### src/verilog/pps_pkg.sv
// Constants, types and timing counts for the pushbutton power sequencer.
// Assumes a single 25 MHz system clock and synchronous inputs.
// Summary of operation
// - Reset leaves power enable released
// - Turn-on needs continuous 32 ms low press
// - Turn-off needs continuous 32 ms low press
// - Ignore force-off for 512 ms after enable
// - Force-off low at blanking end releases enable
// - After blanking, force-off low releases enable
// - Qualified turn-off press drives shutdown request low
// - 1024 ms power-down timer then release
// - Enable polarity is a build option
// - Button release restarts the debounce timer
// - Button ignored during blanking interval
// - 256 ms button lockout after force-off release, except at blanking end
// - Force-off low must last 30 us
package pps_pkg;
  localparam int unsigned CLK_HZ = 25_000_000;
  localparam int unsigned TICK_US = 1;
  localparam int unsigned TICK_CYC = CLK_HZ / 1_000_000 * TICK_US;
  localparam int unsigned DB_ON_MS = 32;
  localparam int unsigned DB_OFF_MS = 32;
  localparam int unsigned BLANK_MS = 512;
  localparam int unsigned PDOWN_MS = 1024;
  localparam int unsigned LOCK_MS = 256;
  localparam int unsigned FOFF_MIN_US = 30;
  localparam int unsigned EXT_STEP_MS = 1;
  localparam int unsigned DB_ON_TICKS = DB_ON_MS * 1000 / TICK_US;
  localparam int unsigned DB_OFF_TICKS = DB_OFF_MS * 1000 / TICK_US;
  localparam int unsigned BLANK_TICKS = BLANK_MS * 1000 / TICK_US;
  localparam int unsigned PDOWN_TICKS = PDOWN_MS * 1000 / TICK_US;
  localparam int unsigned LOCK_TICKS = LOCK_MS * 1000 / TICK_US;
  localparam int unsigned EXT_TICKS = EXT_STEP_MS * 1000 / TICK_US;
  localparam int unsigned FOFF_TICKS = (FOFF_MIN_US + TICK_US - 1) / TICK_US;
  localparam int unsigned TW = 21;
  localparam int unsigned EW = 8;

  typedef enum logic [2:0] {
    PPS_OFF = 3'b000,
    PPS_ON_DB = 3'b001,
    PPS_BLANK = 3'b011,
    PPS_RUN = 3'b010,
    PPS_OFF_DB = 3'b110,
    PPS_PDOWN = 3'b111,
    PPS_LOCK = 3'b101,
    PPS_REL = 3'b100
  } pps_state_t;

  typedef struct packed {
    logic power_enable;
    logic shutdown_request_n;
  } pps_out_t;
endpackage

### src/verilog/pps_tick.sv
// Time base divider for the pushbutton power sequencer.
// Assumes clk_sys at the package rate; emits a one-cycle tick pulse.
`timescale 1ns/10ps
module pps_tick
  import pps_pkg::*;
#(
  parameter int unsigned DIV = TICK_CYC
) (
  input wire logic clk_sys,
  input wire logic rst,
  output logic tick
);
  logic [7:0] cnt_q, cnt_d;
  logic tick_q, tick_d;

  always_comb begin
    tick_d = 1'b0;
    cnt_d = cnt_q + 8'h01;
    if (cnt_q == 8'(DIV - 1)) begin
      cnt_d = 8'h00;
      tick_d = 1'b1;
    end
  end

  always_ff @(posedge clk_sys) begin
    if (rst) begin
      cnt_q <= 8'h00;
      tick_q <= 1'b0;
    end else begin
      cnt_q <= cnt_d;
      tick_q <= tick_d;
    end
  end

  assign tick = tick_q;
endmodule

### src/verilog/pps_top.sv
// Pushbutton on/off sequencer: debounce, blanking, power-down, lockout.
// Assumes synchronous, already-clean digital levels on all inputs.
`timescale 1ns/10ps
module pps_top
  import pps_pkg::*;
#(
  parameter bit EN_ACTIVE_HIGH = 1'b1,
  parameter int unsigned DB_ON = DB_ON_TICKS,
  parameter int unsigned DB_OFF = DB_OFF_TICKS,
  parameter int unsigned BLANK = BLANK_TICKS,
  parameter int unsigned PDOWN = PDOWN_TICKS,
  parameter int unsigned LOCK = LOCK_TICKS,
  parameter int unsigned EXT_STEP = EXT_TICKS,
  parameter int unsigned FOFF_MIN = FOFF_TICKS
) (
  input wire logic clk_sys,
  input wire logic rst,
  input wire logic push_button_n,
  input wire logic force_off_n,
  input wire logic [EW-1:0] on_time_extend,
  input wire logic [EW-1:0] off_time_extend,
  output logic power_enable,
  output logic shutdown_request_n,
  output logic powered_on
);
  ////////////////////////////////////////////////////////////////////////////
  logic tick;
  pps_state_t st_q, st_d;
  logic [TW-1:0] tmr_q, tmr_d;
  logic [5:0] foff_q, foff_d;
  logic pb_q, pb_d;
  pps_out_t out_q, out_d;
  logic on_q, on_d;
  logic foff_low;

  // Qualification time: default plus extension steps, in ticks
  function automatic logic [TW-1:0] qual(input int unsigned base,
                                        input logic [EW-1:0] ext);
    qual = TW'(base) + TW'(ext) * TW'(EXT_STEP);
  endfunction

  pps_tick u_tick (
    .clk_sys(clk_sys),
    .rst(rst),
    .tick(tick)
  );

  ////////////////////////////////////////////////////////////////////////////
  // Glitch filter: short low pulses reach the sequencer only through the raw check at blanking end
  always_comb begin
    foff_d = foff_q;
    if (force_off_n) begin
      foff_d = 6'h00;
    end else if (tick && foff_q != 6'(FOFF_MIN)) begin
      foff_d = foff_q + 6'h01;
    end
  end
  assign foff_low = (foff_q == 6'(FOFF_MIN));

  ////////////////////////////////////////////////////////////////////////////
  always_comb begin
    st_d = st_q;
    tmr_d = tmr_q;
    pb_d = push_button_n;
    out_d = out_q;
    case (st_q)
      PPS_OFF: begin
        out_d.power_enable = 1'b0;
        out_d.shutdown_request_n = 1'b1;
        tmr_d = '0;
        if (pb_q && !push_button_n) begin
          st_d = PPS_ON_DB;
        end
      end
      PPS_ON_DB: begin
        if (push_button_n) begin
          st_d = PPS_OFF;
        end else if (tick) begin
          tmr_d = tmr_q + 1'b1;
          if (tmr_q + 1'b1 >= qual(DB_ON, on_time_extend)) begin
            st_d = PPS_BLANK;
            tmr_d = '0;
            out_d.power_enable = 1'b1;
          end
        end
      end
      PPS_BLANK: begin
        // Button ignored and force-off read only at the final tick, so power-up cannot be interrupted
        if (tick) begin
          tmr_d = tmr_q + 1'b1;
          if (tmr_q + 1'b1 >= TW'(BLANK)) begin
            tmr_d = '0;
            if (!force_off_n) begin
              st_d = PPS_REL;
              out_d.power_enable = 1'b0;
            end else begin
              st_d = PPS_RUN;
            end
          end
        end
      end
      PPS_RUN: begin
        tmr_d = '0;
        if (foff_low) begin
          st_d = PPS_LOCK;
          out_d.power_enable = 1'b0;
        end else if (!push_button_n) begin
          st_d = PPS_OFF_DB;
        end
      end
      PPS_OFF_DB: begin
        if (foff_low) begin
          st_d = PPS_LOCK;
          tmr_d = '0;
          out_d.power_enable = 1'b0;
        end else if (push_button_n) begin
          st_d = PPS_RUN;
        end else if (tick) begin
          tmr_d = tmr_q + 1'b1;
          if (tmr_q + 1'b1 >= qual(DB_OFF, off_time_extend)) begin
            st_d = PPS_PDOWN;
            tmr_d = '0;
            out_d.shutdown_request_n = 1'b0;
          end
        end
      end
      PPS_PDOWN: begin
        if (foff_low) begin
          st_d = PPS_LOCK;
          tmr_d = '0;
          out_d.power_enable = 1'b0;
          out_d.shutdown_request_n = 1'b1;
        end else if (tick) begin
          tmr_d = tmr_q + 1'b1;
          if (tmr_q + 1'b1 >= TW'(PDOWN)) begin
            st_d = PPS_REL;
            tmr_d = '0;
            out_d.power_enable = 1'b0;
            out_d.shutdown_request_n = 1'b1;
          end
        end
      end
      PPS_LOCK: begin
        // Converter output decays before any restart is allowed
        out_d.shutdown_request_n = 1'b1;
        if (tick) begin
          tmr_d = tmr_q + 1'b1;
          if (tmr_q + 1'b1 >= TW'(LOCK)) begin
            st_d = PPS_REL;
          end
        end
      end
      PPS_REL: begin
        // Wait for button release so a held press does not restart
        out_d.shutdown_request_n = 1'b1;
        if (push_button_n) begin
          st_d = PPS_OFF;
        end
      end
      default: begin
        st_d = PPS_OFF;
        out_d.power_enable = 1'b0;
        out_d.shutdown_request_n = 1'b1;
      end
    endcase
    on_d = out_d.power_enable;
  end

  always_ff @(posedge clk_sys) begin
    if (rst) begin
      st_q <= PPS_OFF;
      tmr_q <= '0;
      foff_q <= 6'h00;
      pb_q <= 1'b1;
      out_q <= '{power_enable: 1'b0, shutdown_request_n: 1'b1};
      on_q <= 1'b0;
    end else begin
      st_q <= st_d;
      tmr_q <= tmr_d;
      foff_q <= foff_d;
      pb_q <= pb_d;
      out_q <= out_d;
      on_q <= on_d;
    end
  end

  ////////////////////////////////////////////////////////////////////////////
  // Polarity fixed at build time; pin level = logical state xnor variant
  logic pen_q;
  always_ff @(posedge clk_sys) begin
    if (rst) begin
      pen_q <= ~EN_ACTIVE_HIGH;
    end else begin
      pen_q <= out_d.power_enable ~^ EN_ACTIVE_HIGH;
    end
  end

  assign power_enable = pen_q;
  assign shutdown_request_n = out_q.shutdown_request_n;
  assign powered_on = on_q;
endmodule

### config.mk
export PLATFORM = sky130hd
export DESIGN_NAME = pps_top
export DESIGN_NICKNAME = d
export VERILOG_FILES = /design/src/verilog/pps_pkg.sv /design/src/verilog/pps_tick.sv /design/src/verilog/pps_top.sv
export SDC_FILE = /design/constraint.sdc
export NUM_CORES = 1
export LEC_CHECK = 0
export ABC_AREA = 0
export BUFFER_PORTS_ARGS = -buffer_cell sky130_fd_sc_hd__clkbuf_2
export CORE_ASPECT_RATIO = 0.7
export CORE_UTILIZATION = 30
export CTS_BUF_LIST = sky130_fd_sc_hd__clkbuf_16
export CTS_CLUSTER_SIZE = 10
export DETAILED_ROUTE_END_ITERATION = 8
export PLACE_DENSITY = 0.45
export SYNTH_ARGS = -nofsm -noshare
export SYNTH_HDL_FRONTEND = slang
export SYNTH_SLANG_ARGS = --single-unit
### constraint.sdc
create_clock -name clk_sys -period 21.8 [get_ports clk_sys]
set_input_delay 3.27 -clock clk_sys [delete_from_list [all_inputs] [get_ports clk_sys]]
set_output_delay 3.27 -clock clk_sys [all_outputs]
set_load 0.01 [all_outputs]
# After elaboration in Yosys (flattened, before gate mapping)
# Index checks and enable logic that the tools add are counted.
# word_totals
out_inout_bits	3
ff_bits	42
in_bits	20
elab_cells	121
# op_classes
n_mux	51
n_reduce_logical	16
multipliers	2
n_addsub	5
n_lt_le_gt_ge	5
n_eq_ne	34
# ops
operator	count
$mux 21	13
$pmux 21 s6	1
$mux 3	19
$ge 21x19->1	2
$add 15x18->19 const A	2
$mul 8x7->15 const B	2
$pmux 3 s8	1
$add 21x1->21 const B	1
$ge 21x18->1 const B	1
$ge 21x19->1 const B	1
$ge 21x20->1 const B	1
$ne 2x2->1 const B	10
$reduce_and 13->1	1
$eq 3x3->1 const B	4
$mux 1	12
$ne 3x3->1 const B	4
$ne 2x1->1 const B	5
$reduce_and 10->1	1
$ne 3x2->1 const B	3
$add 8x1->8 const B	1
$eq 8x5->1 const B	1
$reduce_and 8->1	1
$reduce_or 2->1	4
$reduce_and 7->1	1
other kinds (17)	21

# Logic depth before layout (Yosys ltp)
# logic_depth
word_depth	8
mapped_depth	26
mapped_depth_nobuf	25

# Cells and area by module
# A second synthesis with hierarchy kept.
# unflattened
hier_cells	762
hier_area_um2	6449.9
# modules_own_cells
mod	cells_per_inst	instances	seq_area_each_um2	area_per_inst_um2
pps_top	721	1	660.6	6072.1
pps_tick	41	1	180.2	377.9

# Worst setup path after synthesis
# OpenSTA, ideal clock, no wires.
# synth_path
kind	in2reg
from	input port off_time_extend[0]
to	register st_q[2]
t_required_ps	21677
setup_time_ps	123
t_arrival_ps	9231
path_buffers	0
path_slack_ps	12446
stages	24
cell_sequence	fa_1 -> xor2_1 -> ha_1 -> fa_1 -> inv_1 -> fa_1 -> inv_1 -> ha_1 -> o21a_1 -> a2111oi_0 -> nor3b_1 -> xor2_1 -> or3_1 -> o41ai_1 -> xor2_1 -> ha_1 -> a21oi_1 -> o21ai_0 -> nor4bb_1 -> a32o_1 -> nand2_1 -> o221a_1 -> nand2_1 -> mux2_1
# synth_between
elab_chain_len	5
# synth_rtl
item	line_no	source
start: declaration	pps_top.sv:21	input wire logic [EW-1:0] off_time_extend,
$mul 8x7->15	pps_top.sv:39	qual = TW'(base) + TW'(ext) * TW'(EXT_STEP);
$add 15x18->19	pps_top.sv:39	
$ge 21x19->1	pps_top.sv:120	if (tmr_q + 1'b1 >= qual(DB_OFF, off_time_extend)) begin
$ne 4x4->1 (no line)	--	
$reduce_and 13->1 (no line)	--	
end signal: assignment	pps_top.sv:178	st_q <= st_d;
end: declaration	pps_top.sv:28	pps_state_t st_q, st_d;
# No other way between the ends.
# A chain may end at the register's enable or synchronous reset.

# Final worst setup path
# layout_path
from	input port off_time_extend[0]
to	register tmr_q[6]
# layout_between
elab_chain_len	8
# layout_rtl
item	line_no	source
$mul 8x7->15	pps_top.sv:39	
$add 15x18->19	pps_top.sv:39	
$ge 21x19->1	pps_top.sv:120	
$mux 21	pps_top.sv:120	
$mux 21	pps_top.sv:118	end else if (tick) begin
$mux 21	pps_top.sv:116	end else if (push_button_n) begin
$mux 21	pps_top.sv:112	if (foff_low) begin
$pmux 21 s6	pps_top.sv:66	case (st_q)
end signal: assignment	pps_top.sv:179	tmr_q <= tmr_d;
end: declaration	pps_top.sv:29	logic [TW-1:0] tmr_q, tmr_d;
# No other way between the ends. The select of a mux whose other input is x is not followed.

==> out/qor.csv <==
stage;metric;value;unit
cts;clockBufferDepth;2;
sta;tns;0;ns
power;peakVddDrop;0.0000601;V
layout;antenna_cells;0;
grt;track_usage;14.8;%
floorplan;die_w;181;µm
critical_path;worstSetupEndpointType;flip-flop;
critical_path;critPathArrivalTime;10.24;ns
cts;cts_buffers;5;
cts;post_cts_resized;0;
sta;setup_viol;0;
logic_synthesis;synth_edf_count;0;
cts;cts_tree;done;
sta;worst_pin_slew;1.26;ns
floorplan;fp.coreArea;21800;µm²
grt;grt_overflow_total;0;
sta;slew_headroom;15.8;%
run_status;status;complete, no violations;
grt;grt_pass1_wl;27500;µm
cts;ctsHoldBuffers;0;
critical_path;criticalPathCategory;in -> reg;
sta;fin_crit_sh;46.3;%
sta;drv_slew;0;
floorplan;die_y;127;µm
route;wl_per_cell;15.3;µm
logic_synthesis;yosysUniqueCellTypes;73;
logic_synthesis;synth_seq_cells;42;
route;via_per_inst;5.16;
route;first_pass_iters;5;
cts;h-tree-depth;2;
run;maxCapViolations;0;
critical_path;start_kind;input port;
logic_synthesis;syn_nets;974;
grt;grt_start_max_net_pins;31;
route;drt_iter0_markers;425;
cts;post-cts-setup-buffer-count;0;
cts;clock-sinks;42;
floorplan;die_area;22900;µm²
layout;final_common_cell;ha_1;
route;drc;0;
cts;insertion_delay;0.30;ns
logic_synthesis;synth_area;6690;µm²
layout;final_area;7110;µm²
grt;antenna_found_initial;0;
hold_path;hp-class;reg -> reg;
route;routed_wl;16500;µm
layout;syn_to_final_growth;6.24;%
critical_path;critPathLaunch;off_time_extend[0];
place;dp_hpwl;13300;µm
layout;utilization;32.6;%
route;vias;5564;
logic_synthesis;async_flop_share;0;%
power;power_density;104;nW/µm²
place;place_area;6960;µm²
grt;grt_pass1_vias;5297;
power;p_leak;3.09;nW
layout;final_layout_size_suffix_gt1_share;6.52;%
hold_path;hp-start;u_tick.cnt_q[0];
logic_synthesis;synth_ff_type;dfxtp_1;
floorplan;io-pin-count;23;
cts;clkTransAtPathRegs;0.07;ns
layout;final_cell_mix;ha_1 (116), inv_1 (88), nand2_1 (62);
floorplan;rows;45;
place;globalplace.congestion;0.841;
logic_synthesis;yosysSeqAreaShare;12.6;%
layout;nNetsFinal;974;
floorplan;start_util;30.7;%
critical_path;cp_data_required_time;21.95;ns
logic_synthesis;syn_area_per_cell;8.41;µm²
cts;cts-root-buf;clkbuf_16;
logic_synthesis;synthCells;796;
place;io_buffers;22;
sta;fin_crit;10.08;ns
critical_path;cp_max_fo;21;
sta;hold_viol;0;
logic_synthesis;ys_warn_count;0;
route;postRouteAntennaNets;0;
sta;finClkSkew;0.00615;ns
sta;clock.fmax;99.2;MHz
sta;rsz0062_at_grt;no;
critical_path;r2r_start;tmr_q[0];
[final timing paths]
| kind | to | slack (ns) | cells after the start |
|---|---|---|---|
| worst max-delay path | tmr_q[6] | 11.72 | 25 |
| worst min-delay path | u_tick.cnt_q[0] | 0.47 | 1 |
| worst max register to register | tmr_q[6] | 17.23 | 14 |
| worst min register to register | u_tick.cnt_q[0] | 0.47 | 1 |
[cells by family (layout without fill, tap and decap cells)]
| kind of cell | Yosys count | count (layout) | synth area share (%) |
|---|---|---|---|
| and+or+nand+nor | 243 | 243 | 18.5 |
| AOI/OAI and AO/OA | 165 | 165 | 17.3 |
| adders and majority gates | 158 | 158 | 34.2 |
| buffers and inverters | 119 | 120 | 8.34 |
| xor gates and xnor gates | 66 | 66 | 8.64 |
| DFF | 42 | 42 | 12.6 |
| muxes | 3 | 3 | 0.467 |
[critical path: stages]
cell and delay (ns):
clkbuf_2 0.16, fa_1 0.62, xor2_1 0.18, ha_1 0.27, fa_1 0.53, inv_1 0.05, fa_1 0.50, inv_1 0.04
ha_1 0.33, o21a_1 0.21, a2111oi_0 0.41, nor3b_1 0.14, xor2_1 0.18, or3_1 0.45, o41ai_1 0.47, xor2_1 0.13
ha_1 0.32, nand2_1 0.07, o21ai_0 0.26, o211ai_1 0.17, a32o_1 0.27, o2111ai_1 0.13, o211ai_2 0.55, o221ai_1 0.42
a21oi_1 0.10
[synth_stat cells, types with 5 or more instances]
library cell	count	share of area, %
clkbuf_1	8	0.45
ha_1	116	22
and3_1	9	0.84
dfxtp_1	42	13
inv_1	88	4.9
o31ai_1	5	0.56
or3_1	8	0.75
a211oi_1	6	0.67
nor4_1	14	1.3
o2111ai_1	13	1.7
nor2_1	50	2.8
xor2_1	29	3.8
nand3b_1	5	0.56
buf_6	9	1.5
o21a_1	6	0.67
nand2b_1	5	0.47
fa_1	42	13
nand3_1	25	1.9
nor3_1	22	1.6
o211ai_1	12	1.3
a21oi_1	53	4.0
a31oi_1	6	0.56
buf_2	6	0.45
o22ai_1	5	0.47
nand2_1	62	3.5
o21ai_0	17	1.3
nand4_1	16	1.5
xnor2_1	37	4.8
[cell type report]
type,count,area (µm²)
sequential,42,841
timing repair buffer,24,125
inverter,88,330
multi-input combinational,635,5310
fill,2287,14700
tap,282,353
clock inverter,3,25.0
clock buffer,5,125
[stage by stage]
stage | power [W] | instances | setup slack (ns) | hold WS [ns]
2_1_floorplan | 0.000543 | 796 | 12.45 | 0.430
3_5_place_dp | 0.000661 | 1071 | 11.41 | 0.455
6_report | 0.000736 | 1079 | 11.72 | 0.465
4_1_cts | 0.000745 | 1079 | 11.76 | 0.473
3_3_place_gp | 0.000665 | 1071 | 11.44 | 0.449
5_1_grt | 0.000828 | 1079 | 11.28 | 0.486
[layer usage]
metal	vias up	track usage (%)	part of all wire [%]
met3	8	1.92	4.4
met5	-	0	0
li1	2840	-	-
met4	0	2.51	0.61
met1	2605	24.0	58
met2	111	20.4	38
[flip-flops by register name, summed over array words and instances (netlist names)]
register            count
tmr_q                  21
power_enable            1
u_tick.tick             1
foff_q                  6
shutdown_request_n      1
pb_q                    1
st_q                    3
u_tick.cnt_q            8
[power breakdown]
part	total [W]	leakage (nW)	internal (W)	switching (W)
logic	0.000577	2.68	0.000242	0.000334
registers	0.0000813	0.340	0.0000783	0.00000307
clock network	0.0000780	0.0704	0.0000431	0.0000349
total	0.000736	3.09	0.000364	0.000372
Note: power is estimated with default switching activity, not from simulation.
